===== config.mk =====
export PLATFORM = sky130hd
export DESIGN_NAME = amp_stage_fault_supervisor
export DESIGN_NICKNAME = d
export VERILOG_FILES = /design/src/amp_fault_pkg.sv /design/src/amp_stage_fault_supervisor.sv
export VERILOG_INCLUDE_DIRS = /design/src
export SDC_FILE = /design/constraint.sdc
export NUM_CORES = 1
export LEC_CHECK = 0
export ABC_AREA = 1
export ABC_CLOCK_PERIOD_IN_PS = 2730
export BUFFER_PORTS_ARGS = -buffer_cell sky130_fd_sc_hd__buf_2
export CAP_MARGIN = 20
export CORE_ASPECT_RATIO = 1.25
export CORE_UTILIZATION = 56
export CTS_CLUSTER_DIAMETER = 200
export DETAILED_ROUTE_END_ITERATION = 6
export PLACE_DENSITY = 0.85
export REMOVE_ABC_BUFFERS = 1
export SETUP_SLACK_MARGIN = 0.4
export SYNTH_ARGS = -nofsm -noshare
export SYNTH_HDL_FRONTEND = slang
export SYNTH_SLANG_ARGS = --single-unit

===== constraint.sdc =====
create_clock -name pclk -period 2.73 [get_ports pclk]
set_input_delay 0.273 -clock pclk [delete_from_list [all_inputs] [get_ports pclk]]
set_output_delay 0.273 -clock pclk [all_outputs]
set_load 0.01 [all_outputs]

===== src/amp_fault_defines.svh =====
// Constants for the amplifier stage fault supervisor: register offsets, field positions,
// reset values and timing counts. Assumes a 250 MHz pclk and a 12-bit APB byte address.
// How it works
// Overcurrent trip limits current before any shutdown
// Persistent overcurrent latches overload, bridge goes Hi-Z
// Resistor setting selects the overcurrent trip threshold
// Warning level pulls warning low, no shutdown
// Error level: Hi-Z, shutdown low, error latched
// Only reset clears the latched overtemperature error
// Power-on reset clears overload; supplies must be good
// Any low supply: immediate Hi-Z and shutdown low
// Undervoltage shutdown self-clears when supplies recover
// Reset pin low forces every output Hi-Z
// Reset pin low enables weak bootstrap pulldowns
// Reset pin low erases all stored faults
// Overload recovery only through reset rising edge
// Any stuck PWM input shuts device down
// Stuck PWM shutdown clears on renewed switching
// Invalid PWM detection reacts with no delay
// Stuck PWM shutdown pulls shutdown flag low
// Modulator should limit modulation index to 96.1%
// Reset pin low holds both flags high
// Controller waits 1 s before overload reset; the bench drives the pin low 113 cycles after the latch sets
// Stuck timeout counts clocks, restarts each edge
// Shutdown flag low for any active cause
`ifndef AMP_FAULT_DEFINES_SVH
`define AMP_FAULT_DEFINES_SVH

// Register byte offsets.
`define OFS_CTRL        12'h000
`define OFS_STATUS      12'h004
`define OFS_TRIP        12'h008

// Control register fields and reset value.
`define CTRL_SEL_LSB    0
`define CTRL_SEL_W      3
`define CTRL_RESET      3'h0

// Status register field positions.
`define ST_OVERLOAD     0
`define ST_OVERTEMP     1
`define ST_UNDERVOLT    2
`define ST_STUCK_LSB    3
`define ST_WARN         5
`define ST_CLIMIT       6
`define ST_HIZ          7
`define ST_SD_PIN       8
`define ST_WARN_PIN     9
`define ST_MODE_LSB     10

// Typical trip current in amperes per resistor setting.
`define AMPS_22K        8'h10
`define AMPS_27K        8'h0d
`define AMPS_47K        8'h08
`define AMPS_68K        8'h05
`define AMPS_100K       8'h04

// Timing: clock period and the two supervision times, in ns.
`define CLK_PERIOD_NS   4
`define STUCK_TIME_NS   10000
`define OVERLOAD_TIME_NS 1000
`define STUCK_CYCLES    ((`STUCK_TIME_NS + `CLK_PERIOD_NS - 1) / `CLK_PERIOD_NS)
`define OVERLOAD_CYCLES ((`OVERLOAD_TIME_NS + `CLK_PERIOD_NS - 1) / `CLK_PERIOD_NS)
`define CNT_W           12
`define PWM_N           2

`endif


===== src/amp_fault_pkg.sv =====
// Types for the amplifier stage fault supervisor.
// Assumes amp_fault_defines.svh is compiled alongside for the numeric constants.
`default_nettype none
package amp_fault_pkg;

  // Supervisor mode, one-hot.
  typedef enum logic [2:0] {
    MODE_HOLD = 3'b001,
    MODE_RUN  = 3'b010,
    MODE_OFF  = 3'b100
  } mode_t;

  // Trip level resistor setting.
  typedef enum logic [2:0] {
    TRIP_22K  = 3'h0,
    TRIP_27K  = 3'h1,
    TRIP_47K  = 3'h2,
    TRIP_68K  = 3'h3,
    TRIP_100K = 3'h4
  } trip_sel_t;

endpackage
`default_nettype wire


===== src/amp_stage_fault_supervisor.sv =====
// Fault supervisor for a bridge-tied PWM power stage, with an APB register slave.
// Assumes all fault inputs and PWM inputs are synchronous to pclk and that the
// shutdown and warning flags are open-drain pins pulled up outside.
`timescale 1ns/1ps
`include "amp_fault_defines.svh"
`default_nettype none

module amp_stage_fault_supervisor (
  // Clock, reset and clock enable.
  input  wire logic                pclk,
  input  wire logic                presetn,
  input  wire logic                ce,
  // APB slave.
  input  wire logic                psel,
  input  wire logic                penable,
  input  wire logic                pwrite,
  input  wire logic [11:0]         paddr,
  input  wire logic [31:0]         pwdata,
  output logic [31:0]              prdata,
  output logic                     pready,
  output logic                     pslverr,
  // Device reset pin from the controller and supply monitors.
  input  wire logic                dev_reset_n,
  input  wire logic                gate_drive_supply_ok,
  input  wire logic                vdd_supply_ok,
  // Analog detectors.
  input  wire logic                overcurrent_trip,
  input  wire logic                temp_warn_level,
  input  wire logic                temp_error_level,
  // PWM inputs.
  input  wire logic [`PWM_N-1:0]   pwm_in,
  // Power stage control.
  output logic                     bridge_hiz,
  output logic                     current_limit,
  output logic                     weak_pulldown_en,
  output amp_fault_pkg::trip_sel_t trip_level_resistor,
  // Open-drain shutdown flag.
  input  wire logic                shutdown_flag_n_i,
  output logic                     shutdown_flag_n_o,
  output logic                     shutdown_flag_n_oe,
  // Open-drain temperature warning.
  input  wire logic                temp_warning_n_i,
  output logic                     temp_warning_n_o,
  output logic                     temp_warning_n_oe
);
  import amp_fault_pkg::*;

  // Counter limits, cut to the counter width on purpose; both fit in twelve bits.
  localparam logic [`CNT_W-1:0] STUCK_LIM = `CNT_W'(`STUCK_CYCLES);
  localparam logic [`CNT_W-1:0] OL_LIM    = `CNT_W'(`OVERLOAD_CYCLES);

  // Typical trip current for a resistor setting; unknown codes read as the lowest.
  function automatic logic [7:0] trip_amps(input trip_sel_t sel);
    logic [7:0] a;
    a = `AMPS_100K;
    unique case (sel)
      TRIP_22K:  a = `AMPS_22K;
      TRIP_27K:  a = `AMPS_27K;
      TRIP_47K:  a = `AMPS_47K;
      TRIP_68K:  a = `AMPS_68K;
      TRIP_100K: a = `AMPS_100K;
      default:   a = `AMPS_100K;
    endcase
    return a;
  endfunction

  trip_sel_t          ctrl_q;
  logic               overload_latch_q;
  logic               overtemp_error_q;
  logic [`CNT_W-1:0]  oc_cnt_q;
  logic [`CNT_W-1:0]  stuck_cnt_q [`PWM_N];
  logic [`PWM_N-1:0]  pwm_prev_q;
  wire logic [`PWM_N-1:0] pwm_stuck;
  wire logic [`PWM_N-1:0] pwm_edge;
  mode_t              mode_q;
  mode_t              mode_d;
  logic [31:0]        prdata_q;

  wire logic undervoltage_guard;
  wire logic overtemp_error;
  wire logic stuck_any;
  wire logic cause_any;
  wire logic overload_hit;

  // A supply below threshold is a cause only while it lasts.
  assign undervoltage_guard = !(gate_drive_supply_ok && vdd_supply_ok);
  // The raw level joins the latch so the stage opens in the same cycle.
  assign overtemp_error = overtemp_error_q || (dev_reset_n && temp_error_level);
  assign stuck_any      = |pwm_stuck;
  assign cause_any      = overload_latch_q || overtemp_error
                          || undervoltage_guard || stuck_any;

  // Stage drive: reset pin and every cause open the bridge at once.
  assign bridge_hiz       = !dev_reset_n || cause_any;
  assign weak_pulldown_en = !dev_reset_n;
  // Limiting, not shutdown, is the first answer to an overcurrent trip.
  assign current_limit    = overcurrent_trip && !bridge_hiz;
  assign trip_level_resistor = ctrl_q;

  // Flags pull low only; the reset pin keeps them released.
  assign shutdown_flag_n_o  = 1'b0;
  assign shutdown_flag_n_oe = dev_reset_n && cause_any;
  assign temp_warning_n_o   = 1'b0;
  assign temp_warning_n_oe  = dev_reset_n && temp_warn_level;

  // Overload timer: consecutive trip cycles while the stage is driving.
  assign overload_hit = overcurrent_trip && !bridge_hiz && (oc_cnt_q == OL_LIM - 1'b1);

  always_ff @(posedge pclk or negedge presetn)
  begin
    if (!presetn)
      oc_cnt_q <= '0;
    else if (ce)
      oc_cnt_q <= (overcurrent_trip && !bridge_hiz) ? oc_cnt_q + 1'b1 : '0;
  end

  // Overload latch: power-on reset and the reset pin clear it, so the
  // stage restarts only when the pin rises again.
  always_ff @(posedge pclk or negedge presetn)
  begin
    if (!presetn)
      overload_latch_q <= 1'b0;
    else if (ce)
    begin
      if (!dev_reset_n)
        overload_latch_q <= 1'b0;
      else if (overload_hit)
        overload_latch_q <= 1'b1;
    end
  end

  // Overtemperature latch: survives until the reset pin goes low.
  always_ff @(posedge pclk or negedge presetn)
  begin
    if (!presetn)
      overtemp_error_q <= 1'b0;
    else if (ce)
    begin
      if (!dev_reset_n)
        overtemp_error_q <= 1'b0;
      else if (temp_error_level)
        overtemp_error_q <= 1'b1;
    end
  end

  // One activity detector per PWM input. The stuck output is combinational
  // so an edge ends the shutdown in the same cycle it arrives.
  genvar gi;
  generate
    for (gi = 0; gi < `PWM_N; gi++)
    begin : g_act
      assign pwm_edge[gi]  = pwm_in[gi] != pwm_prev_q[gi];
      assign pwm_stuck[gi] = !pwm_edge[gi] && (stuck_cnt_q[gi] == STUCK_LIM);

      always_ff @(posedge pclk or negedge presetn)
      begin
        if (!presetn)
          stuck_cnt_q[gi] <= '0;
        else if (ce)
        begin
          if (!dev_reset_n || pwm_edge[gi])
            stuck_cnt_q[gi] <= '0;
          else if (stuck_cnt_q[gi] != STUCK_LIM)
            stuck_cnt_q[gi] <= stuck_cnt_q[gi] + 1'b1;
        end
      end
    end
  endgenerate

  // Previous PWM levels. A reset value that differs from the pin only costs one
  // counter restart, since an edge never opens the stage by itself.
  always_ff @(posedge pclk or negedge presetn)
  begin
    if (!presetn)
      pwm_prev_q <= '0;
    else if (ce)
      pwm_prev_q <= pwm_in;
  end

  // Mode shown in status, one cycle behind the pins.
  always_comb
  begin
    mode_d = MODE_RUN;
    if (!dev_reset_n)
      mode_d = MODE_HOLD;
    else if (cause_any)
      mode_d = MODE_OFF;
  end

  always_ff @(posedge pclk or negedge presetn)
  begin
    if (!presetn)
      mode_q <= MODE_HOLD;
    else if (ce)
      mode_q <= mode_d;
  end

  // APB decode: zero wait states, unmapped addresses and status writes error out.
  wire logic apb_acc   = psel && penable;
  wire logic hit_ctrl  = paddr == `OFS_CTRL;
  wire logic hit_stat  = paddr == `OFS_STATUS;
  wire logic hit_trip  = paddr == `OFS_TRIP;
  wire logic bad_acc   = !(hit_ctrl || ((hit_stat || hit_trip) && !pwrite));
  wire logic ctrl_we   = apb_acc && pwrite && hit_ctrl && ce;

  wire logic [31:0] status_word = {
    19'h0, mode_q,
    temp_warning_n_i, shutdown_flag_n_i, bridge_hiz, current_limit,
    temp_warn_level, pwm_stuck, undervoltage_guard, overtemp_error, overload_latch_q};

  wire logic [31:0] rd_mux = hit_ctrl ? {29'h0, ctrl_q}
                           : hit_stat ? status_word
                           : hit_trip ? {24'h0, trip_amps(ctrl_q)}
                           : 32'h0;

  // With the clock enable low the slave stalls, since no state may move.
  assign pready  = ce;
  assign pslverr = apb_acc && bad_acc;
  assign prdata  = prdata_q;

  // Read data is captured in the setup cycle so it is stable in the access phase.
  always_ff @(posedge pclk or negedge presetn)
  begin
    if (!presetn)
      prdata_q <= 32'h0;
    else if (ce && psel && !penable && !pwrite)
      prdata_q <= rd_mux;
  end

  // Trip setting; codes past the last resistor step are kept and read as the lowest current.
  always_ff @(posedge pclk or negedge presetn)
  begin
    if (!presetn)
      ctrl_q <= trip_sel_t'(`CTRL_RESET);
    else if (ctrl_we)
      ctrl_q <= trip_sel_t'(pwdata[`CTRL_SEL_LSB +: `CTRL_SEL_W]);
  end

  // Checks next to the logic they guard.
  property p_limit_first;
    @(posedge pclk) disable iff (!presetn)
    overcurrent_trip && dev_reset_n && !cause_any |-> current_limit && !shutdown_flag_n_oe;
  endproperty
  a_limit_first: assert property (p_limit_first) else $error("no current limit");

  property p_overload;
    @(posedge pclk) disable iff (!presetn)
    ce && dev_reset_n && overload_hit ##1 dev_reset_n |-> overload_latch_q && bridge_hiz;
  endproperty
  a_overload: assert property (p_overload) else $error("overload not latched");

  property p_warn;
    @(posedge pclk) disable iff (!presetn)
    dev_reset_n && temp_warn_level && !cause_any |-> temp_warning_n_oe && !bridge_hiz;
  endproperty
  a_warn: assert property (p_warn) else $error("warning handling wrong");

  property p_ote_hold;
    @(posedge pclk) disable iff (!presetn)
    ce && dev_reset_n && temp_error_level ##1 dev_reset_n [*3]
      |-> overtemp_error_q && shutdown_flag_n_oe;
  endproperty
  a_ote_hold: assert property (p_ote_hold) else $error("overtemp latch lost");

  property p_uv;
    @(posedge pclk) disable iff (!presetn)
    undervoltage_guard |-> bridge_hiz && (shutdown_flag_n_oe == dev_reset_n);
  endproperty
  a_uv: assert property (p_uv) else $error("undervoltage not acted on");

  property p_reset_pin;
    @(posedge pclk) disable iff (!presetn)
    ce && !dev_reset_n |=> !overload_latch_q && !overtemp_error_q
      && $past(bridge_hiz) && $past(weak_pulldown_en) && !$past(shutdown_flag_n_oe);
  endproperty
  a_reset_pin: assert property (p_reset_pin) else $error("reset pin ignored");

  property p_stuck;
    @(posedge pclk) disable iff (!presetn)
    dev_reset_n && ce && !pwm_edge[0] && stuck_cnt_q[0] == STUCK_LIM - 1'b1
      ##1 !pwm_edge[0] && dev_reset_n |-> bridge_hiz && shutdown_flag_n_oe;
  endproperty
  a_stuck: assert property (p_stuck) else $error("stuck input missed");

  property p_edge_clears;
    @(posedge pclk) disable iff (!presetn)
    pwm_edge[1] |-> !pwm_stuck[1];
  endproperty
  a_edge_clears: assert property (p_edge_clears) else $error("edge did not clear");

  property p_cause_hiz;
    @(posedge pclk) disable iff (!presetn)
    cause_any |-> bridge_hiz;
  endproperty
  a_cause_hiz: assert property (p_cause_hiz) else $error("cause without Hi-Z");

  property p_ote_latched;
    @(posedge pclk) disable iff (!presetn)
    overtemp_error_q && dev_reset_n |=> overtemp_error_q;
  endproperty
  a_ote_latched: assert property (p_ote_latched) else $error("overtemp cleared early");

  property p_ol_latched;
    @(posedge pclk) disable iff (!presetn)
    overload_latch_q && dev_reset_n |=> overload_latch_q;
  endproperty
  a_ol_latched: assert property (p_ol_latched) else $error("overload cleared early");

  property p_uv_release;
    @(posedge pclk) disable iff (!presetn)
    $fell(undervoltage_guard) && dev_reset_n && !overload_latch_q && !overtemp_error && !stuck_any
      |-> !bridge_hiz && !shutdown_flag_n_oe;
  endproperty
  a_uv_release: assert property (p_uv_release) else $error("no undervoltage recovery");

  property p_pin_low;
    @(posedge pclk) disable iff (!presetn)
    !dev_reset_n |-> weak_pulldown_en && bridge_hiz && !temp_warning_n_oe;
  endproperty
  a_pin_low: assert property (p_pin_low) else $error("pin low drive wrong");

  property p_cnt_restart;
    @(posedge pclk) disable iff (!presetn)
    ce && dev_reset_n && pwm_edge[1] |=> stuck_cnt_q[1] == '0;
  endproperty
  a_cnt_restart: assert property (p_cnt_restart) else $error("stuck counter kept");

  property p_apb_err;
    @(posedge pclk) disable iff (!presetn)
    psel && penable && !hit_ctrl && !hit_stat && !hit_trip |-> pslverr;
  endproperty
  a_apb_err: assert property (p_apb_err) else $error("unmapped access accepted");

  c_overload: cover property (@(posedge pclk) disable iff (!presetn) $rose(overload_latch_q));
  c_overtemp: cover property (@(posedge pclk) disable iff (!presetn) $rose(overtemp_error_q));
  c_stuck:    cover property (@(posedge pclk) disable iff (!presetn) $rose(stuck_any));
  c_uv:       cover property (@(posedge pclk) disable iff (!presetn) $rose(undervoltage_guard));
  c_restart:  cover property (@(posedge pclk) disable iff (!presetn)
                              $rose(dev_reset_n) ##1 !bridge_hiz);

endmodule

`default_nettype wire


==> Word level (Yosys, flattened, before mapping) <==
Index checks and enable logic that the tools add are counted.
{ "word_totals": {"ff_bits": 78, "elab_cells": 84} }
{ "classes": {"eq_ne": 14, "reduce_logical": 43, "addsub": 3, "mux": 15} }
{ "ops": {"columns": ["cell", "count"], "rows": [
  ["two-way mux 12 bit", 5],
  ["adder 12 x 1 -> 12 bit, second input constant", 3],
  ["two-way mux 13 bit", 2],
  ["== test 12 bit, second input constant", 2],
  ["inequality test 12 bit, second input constant", 2],
  ["case mux 5 bit (4 select lines)", 1],
  ["logical AND 1 bit", 17],
  ["== test 12 x 3 -> 1 bit, second input constant", 1],
  ["== test 12 x 4 -> 1 bit, second input constant", 1],
  ["== test 12 x 8 -> 1 bit, second input constant", 1],
  ["zero test 12 bit", 1],
  ["logical OR 1 bit", 9],
  ["zero test 1 bit", 8],
  ["two-way mux 8 bit", 1],
  ["AND reduction 2 bit", 4],
  ["== test 3 x 2 -> 1 bit, second input constant", 2],
  ["two-way mux 3 bit", 2],
  ["two-way mux 1 bit", 4],
  ["inequality test 2 x 1 -> 1 bit, second input constant", 2],
  ["nonzero test 2 bit", 2],
  ["== test 3 x 1 -> 1 bit, second input constant", 1],
  ["zero test 3 bit", 1],
  ["inequality test 1 bit", 2],
  ["OR reduction 2 bit", 1]
]} }

==> Logic depth before layout (Yosys ltp) <==
Gate-level depths: netlist (run 1).
{ "depth": {"depth_word": 11, "depth_mapped": 11} }

==> Worst setup path after synthesis (run 1) <==
OpenSTA, ideal clock, no wires.
{ "synth_timing": {"path_kind": "register -> register", "start": "register stuck_cnt_q[0] (netlist bit)", "end": "register oc_cnt_q[10]", "slack_ns": 1.089, "stages_incl_launch_ff": 12, "required_time_ns": 2.609, "period_less_slack_ns": 1.641, "n_path_buf": 0, "arrival_ns": 1.520, "cell_sequence": "dfrtp_1 -> inv_1 -> ha_1 -> nand3_2 -> nor2_2 -> nand3_2 -> nand2_1 -> nor2_2 -> nand2_4 -> nor2_8 -> nor2_8 -> nor2_2"} }
{ "synth_via": {"elab_chain_len": 8} }
{ "synth_rtl": {"columns": ["element", "line_no", "source"], "rows": [
  ["from (decl)", "amp_stage_fault_supervisor.sv:71", "logic [`CNT_W-1:0] stuck_cnt_q [`PWM_N];"],
  ["from (signal, indexed assignment)", "amp_stage_fault_supervisor.sv:164", "stuck_cnt_q[gi] <= stuck_cnt_q[gi] + 1'b1;"],
  ["== test 12 bit", "amp_stage_fault_supervisor.sv:153", "assign pwm_stuck[gi] = !pwm_edge[gi] && (stuck_cnt_q[gi] == STUCK_LIM);"],
  ["logical AND 1 bit", "amp_stage_fault_supervisor.sv:153", null],
  ["OR reduction 2 bit", "amp_stage_fault_supervisor.sv:89", "assign stuck_any = |pwm_stuck;"],
  ["logical OR 1 bit", "amp_stage_fault_supervisor.sv:91", "|| undervoltage_guard || stuck_any;"],
  ["logical OR 1 bit", "amp_stage_fault_supervisor.sv:94", "assign bridge_hiz = !dev_reset_n || cause_any;"],
  ["named net bridge_hiz", "amp_stage_fault_supervisor.sv:33", "output logic bridge_hiz,"],
  ["zero test 1 bit", null, null],
  ["logical AND 1 bit", null, null],
  ["named net current_limit", "amp_stage_fault_supervisor.sv:34", "output logic current_limit,"],
  ["two-way mux 12 bit", "amp_stage_fault_supervisor.sv:114", "oc_cnt_q <= (overcurrent_trip && !bridge_hiz) ? oc_cnt_q + 1'b1 : '0;"],
  ["to (signal assigned)", "amp_stage_fault_supervisor.sv:114", null],
  ["to (decl)", "amp_stage_fault_supervisor.sv:70", "logic [`CNT_W-1:0] oc_cnt_q;"]
]} }
The timed path passes the listed nets, and every way through them passes these cells.
A chain may end at the register's enable or synchronous reset.

==> Worst setup path after layout (run 1) <==
{ "layout_timing": {"start": "register stuck_cnt_q[12] (netlist bit)", "end": "output current_limit"} }
{ "layout_via": {"elab_chain_len": 7} }
{ "layout_rtl": {"columns": ["element", "line_no", "source"], "rows": [
  ["== test 12 bit", "amp_stage_fault_supervisor.sv:153", null],
  ["logical AND 1 bit", "amp_stage_fault_supervisor.sv:153", null],
  ["OR reduction 2 bit", "amp_stage_fault_supervisor.sv:89", null],
  ["logical OR 1 bit", "amp_stage_fault_supervisor.sv:91", null],
  ["logical OR 1 bit", "amp_stage_fault_supervisor.sv:94", null],
  ["zero test 1 bit", "amp_stage_fault_supervisor.sv:97", "assign current_limit = overcurrent_trip && !bridge_hiz;"],
  ["logical AND 1 bit", "amp_stage_fault_supervisor.sv:97", null],
  ["to (decl)", "amp_stage_fault_supervisor.sv:34", null]
]} }
No other way between the ends.

==> results of run 1 <==
## routing by layer
metal  GRT usage [%]  vias to the layer above  routed length, um
li1                -                     1491                  -
met1            27.5                     1442               3010
met2            41.3                       89               3730
met3            5.88                       11                359
met4            11.2                        0                145
met5               0                        -                  0
## logic make-up after synthesis
group	Yosys count	synth area share, %
XOR/XNOR	26	6.38
buffers and inverters	76	11.3
flip-flops	59	41.4
other	1	0.105
AND/OR/NAND/NOR	212	28.7
AO/OA/AOI/OAI	50	10.1
adder cells (fa/ha/maj)	6	2.10
## sequential cells by signal (all words and copies together) (netlist names)
name / flops
stuck_cnt_q: 24
overload_latch_q: 1
trip_level_resistor: 3
prdata: 13
overtemp_error_q: 1
pwm_prev_q: 2
oc_cnt_q: 12
mode_q: 3
## placed cells by master (no fill, tap or decap), types with 3 or more instances in the layout
cell and instances:
a21oi_1 6, a22o_1 6, buf_2 53, buf_4 4, clkbuf_8 9, clkinv_2 3
conb_1 21, dfrtp_1 58, ha_1 6, inv_1 39, inv_2 5, nand2_1 93
nand3_1 35, nand3_2 3, nand4_1 12, nor2_1 30, nor2_2 15, nor3_1 14
o21ai_0 11, o21ai_2 11, o31ai_1 11, xnor2_1 7, xor2_1 19
## final cells by class
class	instances	area (um2)	share of cell area (%)
clock buffers	9	124	3.08
clock inverters	7	68.8	1.71
flip-flops and latches	59	1480	36.8
repair buffers	58	305	7.60
inverters	46	173	4.30
multi-input cells	315	1760	43.9
well taps	85	106	2.65
## power groups by stage
stage	Clock, mW	Sequential, mW	Combinational (mW)
CTS	0.789	0.901	0.179
detailed placement	0	0.918	0.177
global placement	0	0.916	0.171
global route	0.833	0.902	0.202
floorplan	0	0.915	0.100
finish	0.787	0.902	0.177
## timing repair
action | 4_1_cts | 5_1_grt
endpoints found under the setup margin | 0 | 1
endpoints found under the hold margin | 15 | 0
hold buffers | 1 | 0
resized for setup | 0 | 1
## final timing paths
kind	end	cells after the start
min	prdata[9]	2
min in group asynchronous	prdata[6]	2
max reg2reg	stuck_cnt_q[15]	10
min reg2reg	prdata[2]	2
max in group asynchronous	stuck_cnt_q[16]	3
max	current_limit	10
## worst max-delay path: cells and delay by family, from the launching register on
family / cells / cell delay [ns]
fa+ha+maj: 1 / 0.21
flops: 1 / 0.39
buf+inv: 2 / 0.25
simple gates: 7 / 0.69
==> flow_summary_export.csv, run 1 <==
group,metric,value,unit
sta,fin_skew,0.00628,ns
yosys,synth_area_leaders,"dfrtp_1 41%, nand2_1 9.8%, buf_4 5.3%, nand3_1 4.9%, xor2_1 4.7%",
clock_tree,cts_buffer_depth,2,
setup_path,r2r_start,"stuck_cnt_q[12]",
route,num_vias,3033,
pwr,powerDensity,464,mW/mm2
hold_path,worstHoldStart,"temp_warning_n_i",
clock_tree,cts_setup_buffers,0,
route,dr.first_iter.drc_count,197,
route,drc,0,
setup_path,rrSetupSlack,0.80,ns
pwr,internal_power,1.36,mW
die,die-area,0.00669,mm2
sta,tns,0,ns
setup_path,crit_start,"stuck_cnt_q[12]",
yosys,netlist_area,0.00357,mm2
pwr,power,1.87,mW
global_routing,grt_use_total,24.0,%
die,die_y,91.2,um
setup_path,path_cells,"inv_1, ha_1, nand3_1, nor2_2, nand3_2, nand2_1, nor2_2, nand2_4, nor2_8, buf_2",
placed_design,placed_area,0.00381,mm2
sta,worst_slack,0.562,ns
pwr,seqPwrFrac,48.3,%
pwr,clkPwrFrac,42.2,%
cells_and_area,final_util,65.2,%
setup_path,critPathRequiredTime,2.46,ns
sta,slew_viol_final,0,
yosys,synth_edf_count,0,
route,dr.pass1.iters,5,
clock_tree,htreeDepth,3,
die,rows,32,
clock_tree,clk_pin_slew,0.07,ns
yosys,ys.flop_type,"dfrtp_1",
yosys,synthTopCellsByCount,"93 x nand2_1, 58 x dfrtp_1, 40 x inv_1",
setup_path,crit_slowest_cell,"dfrtp_1",
pwr,peakVddDrop,0.355,mV
pwr,switching_share,27.2,%
yosys,yosys_warnings,0,
placed_design,place_ws,0.798,ns
clock_tree,insertion_delay,0.35,ns
cells_and_area,layout-drive-gt1-share,23.7,%
global_routing,grt_pass1_vias,2950,
clock_tree,cts-root-buf,"clkbuf_8",
global_routing,antenna_found_initial,0,
setup_path,crit_path_start_kind,"flop",
clock_tree,cts_sinks,59,
cells_and_area,final_cell_area,0.00402,mm2
global_routing,grt_pass1_wl,12400,um
run_status,status,"completed",
setup_path,critical_path_arrival,1.90,ns
pwr,power_frac_comb,9.5,%
cells_and_area,nets,555,
sta,hold_slack,0.150,ns
pwr,p_leak,1.91,nW
hold_path,hp-class,"primary input to flop",
sta,rsz0062_at_grt,"no",
cells_and_area,fillers,545,
setup_path,slowest_delay,0.39,ns
pwr,power.switching,507,uW
die,core_area,0.00617,mm2
sta,post-route-period-util,79.4,%
yosys,async_flop_share,100,%
sta,hold_viol,0,
route,wl_per_cell,12.5,um
sta,finalSetupViolations,0,
yosys,synthDominantCellAreaShare,40.7,%
die,die_w,73.4,um
route,via_per_inst,5.24,
placed_design,placement.io_buffers,53,
clock_tree,cts_buffers,9,
yosys,ys_seq_elements,59,
yosys,yosysUniqueCellTypes,34,
setup_path,path_class,"flop to output pin",
cells_and_area,syn_to_final_growth,12.6,%
route,wirelength,7250,um
yosys,netlist.top_cell.by_area,"dfrtp_1",
yosys,synth_area_per_cell,8.30,um2
job,drv_cap,0,
setup_path,end_kind,"output pin",
cells_and_area,final_cells,579,
yosys,ys_seq_area_share,41.4,%
cells_and_area,num_antenna_cells,0,
sta,fin_crit,2.17,ns
global_routing,grt_max_degree,23,
placed_design,dp_hpwl,5400,um
global_routing,grt_overflow,0,
route,ant_nets,0,
die,ios,104,
sta,max_freq,0.461,GHz
placed_design,place_inst,562,
yosys,synth_most_common_cell,"nand2_1",
placed_design,gp_congestion,0.925,
die,start_util,57.9,%
clock_tree,cts_tree,"built",
setup_path,path_max_fanout,4,
yosys,syn_inst,430,
setup_path,cpMostUsedCell,"nor2_2",
(Power assumes the default switching activity.)
==> run 2: changes to the inputs <==
--- a/config.mk
+++ b/config.mk
@@ -6,15 +6,15 @@
 export SDC_FILE = /design/constraint.sdc
 export NUM_CORES = 1
 export LEC_CHECK = 0
-export ABC_AREA = 1
-export ABC_CLOCK_PERIOD_IN_PS = 2730
+export ABC_AREA = 0
+export ABC_CLOCK_PERIOD_IN_PS = 2100
 export BUFFER_PORTS_ARGS = -buffer_cell sky130_fd_sc_hd__buf_2
 export CAP_MARGIN = 20
 export CORE_ASPECT_RATIO = 1.25
-export CORE_UTILIZATION = 56
+export CORE_UTILIZATION = 52
 export CTS_CLUSTER_DIAMETER = 200
 export DETAILED_ROUTE_END_ITERATION = 6
-export PLACE_DENSITY = 0.85
+export PLACE_DENSITY = 0.81
 export REMOVE_ABC_BUFFERS = 1
 export SETUP_SLACK_MARGIN = 0.4
 export SYNTH_ARGS = -nofsm -noshare
==> constraint.sdc (replaced) <==
create_clock -name pclk -period 2.1 [get_ports pclk]
set_input_delay 0.21 -clock pclk [delete_from_list [all_inputs] [get_ports pclk]]
set_output_delay 0.21 -clock pclk [all_outputs]
set_load 0.01 [all_outputs]
==> run 2 against run 1 <==
Net effect: the flow now finishes with violations (setup timing); cell area grew 6.9%; area after synthesis down 4.3%; global-route usage increased by 1.7 points; sequential share of layout area decreased by 2.3 points; critical endpoint unchanged; cell count decreased by 6.9%; via count is 1.6% higher; combinational power increased by 75%; sequential power rose by 30%; power grew 35%; critical path depth shrank 2.
==> flow_summary_export.csv, run 2 <==
group,metric,value,unit
global_routing,antenna_found_initial,0,
yosys,netlist_area,0.00341,mm2
yosys,yosys_warnings,0,
clock_tree,cts-root-buf,"clkbuf_8",
route,dr.first_iter.drc_count,238,
die,core_area,0.00625,mm2
clock_tree,htreeDepth,3,
cells_and_area,regMostFlops,"stuck_cnt_q",
clock_tree,cts_buffers,9,
global_routing,grt_pass1_vias,3003,
hold_path,hp-class,"primary input to flop",
pwr,p_leak,1.98,nW
setup_path,slowest_delay,0.44,ns
pwr,internal_power,1.86,mW
route,dr.pass1.iters,4,
die,start_util,54.6,%
route,drc,0,
global_routing,grt_max_degree,36,
job,drv_cap,0,
cells_and_area,final_cell_area,0.00430,mm2
sta,post-route-period-util,106,%
placed_design,place_inst,505,
yosys,synth_area_per_cell,9.35,um2
pwr,switching_share,26.1,%
global_routing,grt_use_total,25.7,%
pwr,clkPwrFrac,40.9,%
sta,tightest_slew,0.810,ns
cells_and_area,layout_common_cells,"56 x dfrtp_1, 52 x buf_2, 32 x buf_4",
route,via_per_inst,5.72,
yosys,ys_seq_elements,59,
yosys,ys.flop_type,"dfrtp_1",
yosys,synth_edf_count,0,
clock_tree,clk_pin_slew,0.06,ns
die,rows,32,
setup_path,crit_path_start_kind,"flop",
clock_tree,insertion_delay,0.35,ns
yosys,synthDominantCellAreaShare,42.5,%
yosys,async_flop_share,100,%
yosys,netlist.top_cell.by_area,"dfrtp_1",
placed_design,place_ws,0.0737,ns
run_status,violations,"setup timing",
cells_and_area,num_antenna_cells,0,
placed_design,placement.io_buffers,53,
cells_and_area,layout-drive-gt1-share,31.9,%
placed_design,placed_area,0.00378,mm2
pwr,power_frac_comb,12.4,%
global_routing,grt_overflow,0,
sta,fin_crit,2.22,ns
setup_path,critPathRequiredTime,1.89,ns
sta,hold_viol,0,
cells_and_area,final_common_cell,"dfrtp_1",
route,ant_nets,0,
pwr,power.switching,656,uW
sta,fin_skew,0.0127,ns
sta,slew_headroom,46.0,%
yosys,synthTopCellsByCount,"58 x dfrtp_1, 29 x nand2_1, 26 x nor2_1",
setup_path,critical_path_arrival,2.01,ns
pwr,powerDensity,585,mW/mm2
setup_path,path_max_fanout,2,
sta,worst_slack,-0.116,ns
setup_path,end_kind,"output pin",
run_status,status,"complete, but fails checks",
cells_and_area,final_cells,539,
clock_tree,cts_tree,"built",
die,die_y,92.6,um
yosys,ys_seq_area_share,43.3,%
sta,max_freq,0.451,GHz
global_routing,grt_pass1_wl,13500,um
sta,finalSetupViolations,3,
sta,hold_slack,0.0915,ns
die,ios,104,
yosys,synth_area_leaders,"dfrtp_1 43%, buf_4 4.8%, xor2_1 3.8%, o21ai_0 3.2%, nand2_1 3.2%",
cells_and_area,largest_register_ffs,24,
yosys,yosysUniqueCellTypes,55,
cells_and_area,syn_to_final_growth,25.9,%
yosys,syn_inst,365,
pwr,peakVddDrop,0.439,mV
route,wl_per_cell,16.4,um
placed_design,dp_hpwl,5360,um
die,die-area,0.00689,mm2
sta,tns,-0.264,ns
route,num_vias,3082,
die,die_w,74.5,um
cells_and_area,nets,515,
setup_path,crit_slowest_cell,"o41a_1",
setup_path,path_cells,"inv_2, ha_4, nand4b_1, buf_4, o41a_1, nand3_2, inv_1, buf_2",
sta,slew_viol_final,0,
route,wirelength,8840,um
pwr,seqPwrFrac,46.7,%
sta,rsz0062_at_grt,"yes",
yosys,synth_most_common_cell,"dfrtp_1",
clock_tree,cts_buffer_depth,2,
placed_design,gp_congestion,0.854,
clock_tree,cts_sinks,59,
setup_path,path_class,"flop to output pin",
-- run 2: changes by cell type after synthesis, moves of 6 or more --
cell / previous run / this run
nand2_1: 93 / 29
inv_1: 40 / 14
nand3_1: 35 / 16
nor2_2: 15 / 0
a21oi_1: 6 / 17
o21ai_0: 11 / 22
and3_1: 0 / 10
o21ai_2: 11 / 1
o31ai_1: 11 / 1
or3_1: 0 / 9
clkbuf_1: 2 / 8
mux2_2: 0 / 6
-- run 2: cell type report --
type / instances / area, um2
flip-flops and latches: 59 / 1480
clock inverters: 5 / 52.6
clock buffers: 11 / 141
multi-input cells: 276 / 1900
fillers: 492 / 1950
repair buffers: 89 / 564
inverters: 14 / 52.6
well taps: 85 / 106
-- run 2: path summary, 6_finish.rpt --
path                       slack [ns]         startpoint               to  depth (start not counted)
setup / recovery                -0.12     stuck_cnt_q[0]    current_limit                          8
hold / removal                   0.09  shutdown_flag_n_i        prdata[8]                          2
setup reg to reg                 0.08     stuck_cnt_q[0]      oc_cnt_q[2]                          9
hold reg to reg                  0.48          prdata[1]        prdata[1]                          2
max in group asynchronous        1.13            presetn        prdata[0]                          3
min in group asynchronous        0.38            presetn  stuck_cnt_q[12]                          2
-- run 2: metal layers --
| layer | GRT usage, % | vias up | share of wire, % |
|---|---|---|---|
| li1 | - | 1436 | - |
| met1 | 29.5 | 1498 | 39 |
| met2 | 43.8 | 122 | 53 |
| met3 | 5.22 | 26 | 4.9 |
| met4 | 13.8 | 0 | 3.1 |
| met5 | 0 | - | 0 |
-- run 2: power groups by stage --
stage | logic (mW) | registers (mW) | clock network (mW)
after CTS | 0.281 | 1.17 | 1.04
after global placement | 0.228 | 1.19 | 0
after global routing | 0.341 | 1.18 | 1.10
final | 0.310 | 1.17 | 1.03
after floorplan | 0.117 | 1.19 | 0
after detailed placement | 0.238 | 1.20 | 0
-- run 2: kinds of logic after synthesis --
logic type,count (synthesis),synth area share (%)
other,1,0.110
AND/OR/NAND/NOR,152,24.6
buffers and inverters,50,8.25
AO/OA/AOI/OAI,66,13.1
flip-flops,59,43.3
multiplexers,8,2.57
adder cells (fa/ha/maj),6,2.20
XOR/XNOR,23,5.90
-- run 2: through the flow --
stage                     util (%)  power (mW)
after detailed placement      60.5        1.43
after global placement        60.5        1.42
final                         68.8        2.51
after CTS                     66.9        2.50
after global routing          68.8        2.62
after floorplan                  -        1.31
-- run 2: critical path: cells and delay by family, from the launching register on --
kind / cells / cell delay, ns
buffers and inverters: 4 / 0.44
AOI/OAI and AO/OA: 1 / 0.44
DFF: 1 / 0.39
and+or+nand+nor: 2 / 0.26
adders and majority gates: 1 / 0.13
-- run 2: repair_timing --
item	4_1_cts	5_1_grt
hold buffers	1	0
resized for setup	29	12
endpoints found under the hold margin	23	0
pin swaps	9	11
setup endpoints to repair	32	36
setup buffers	9	8
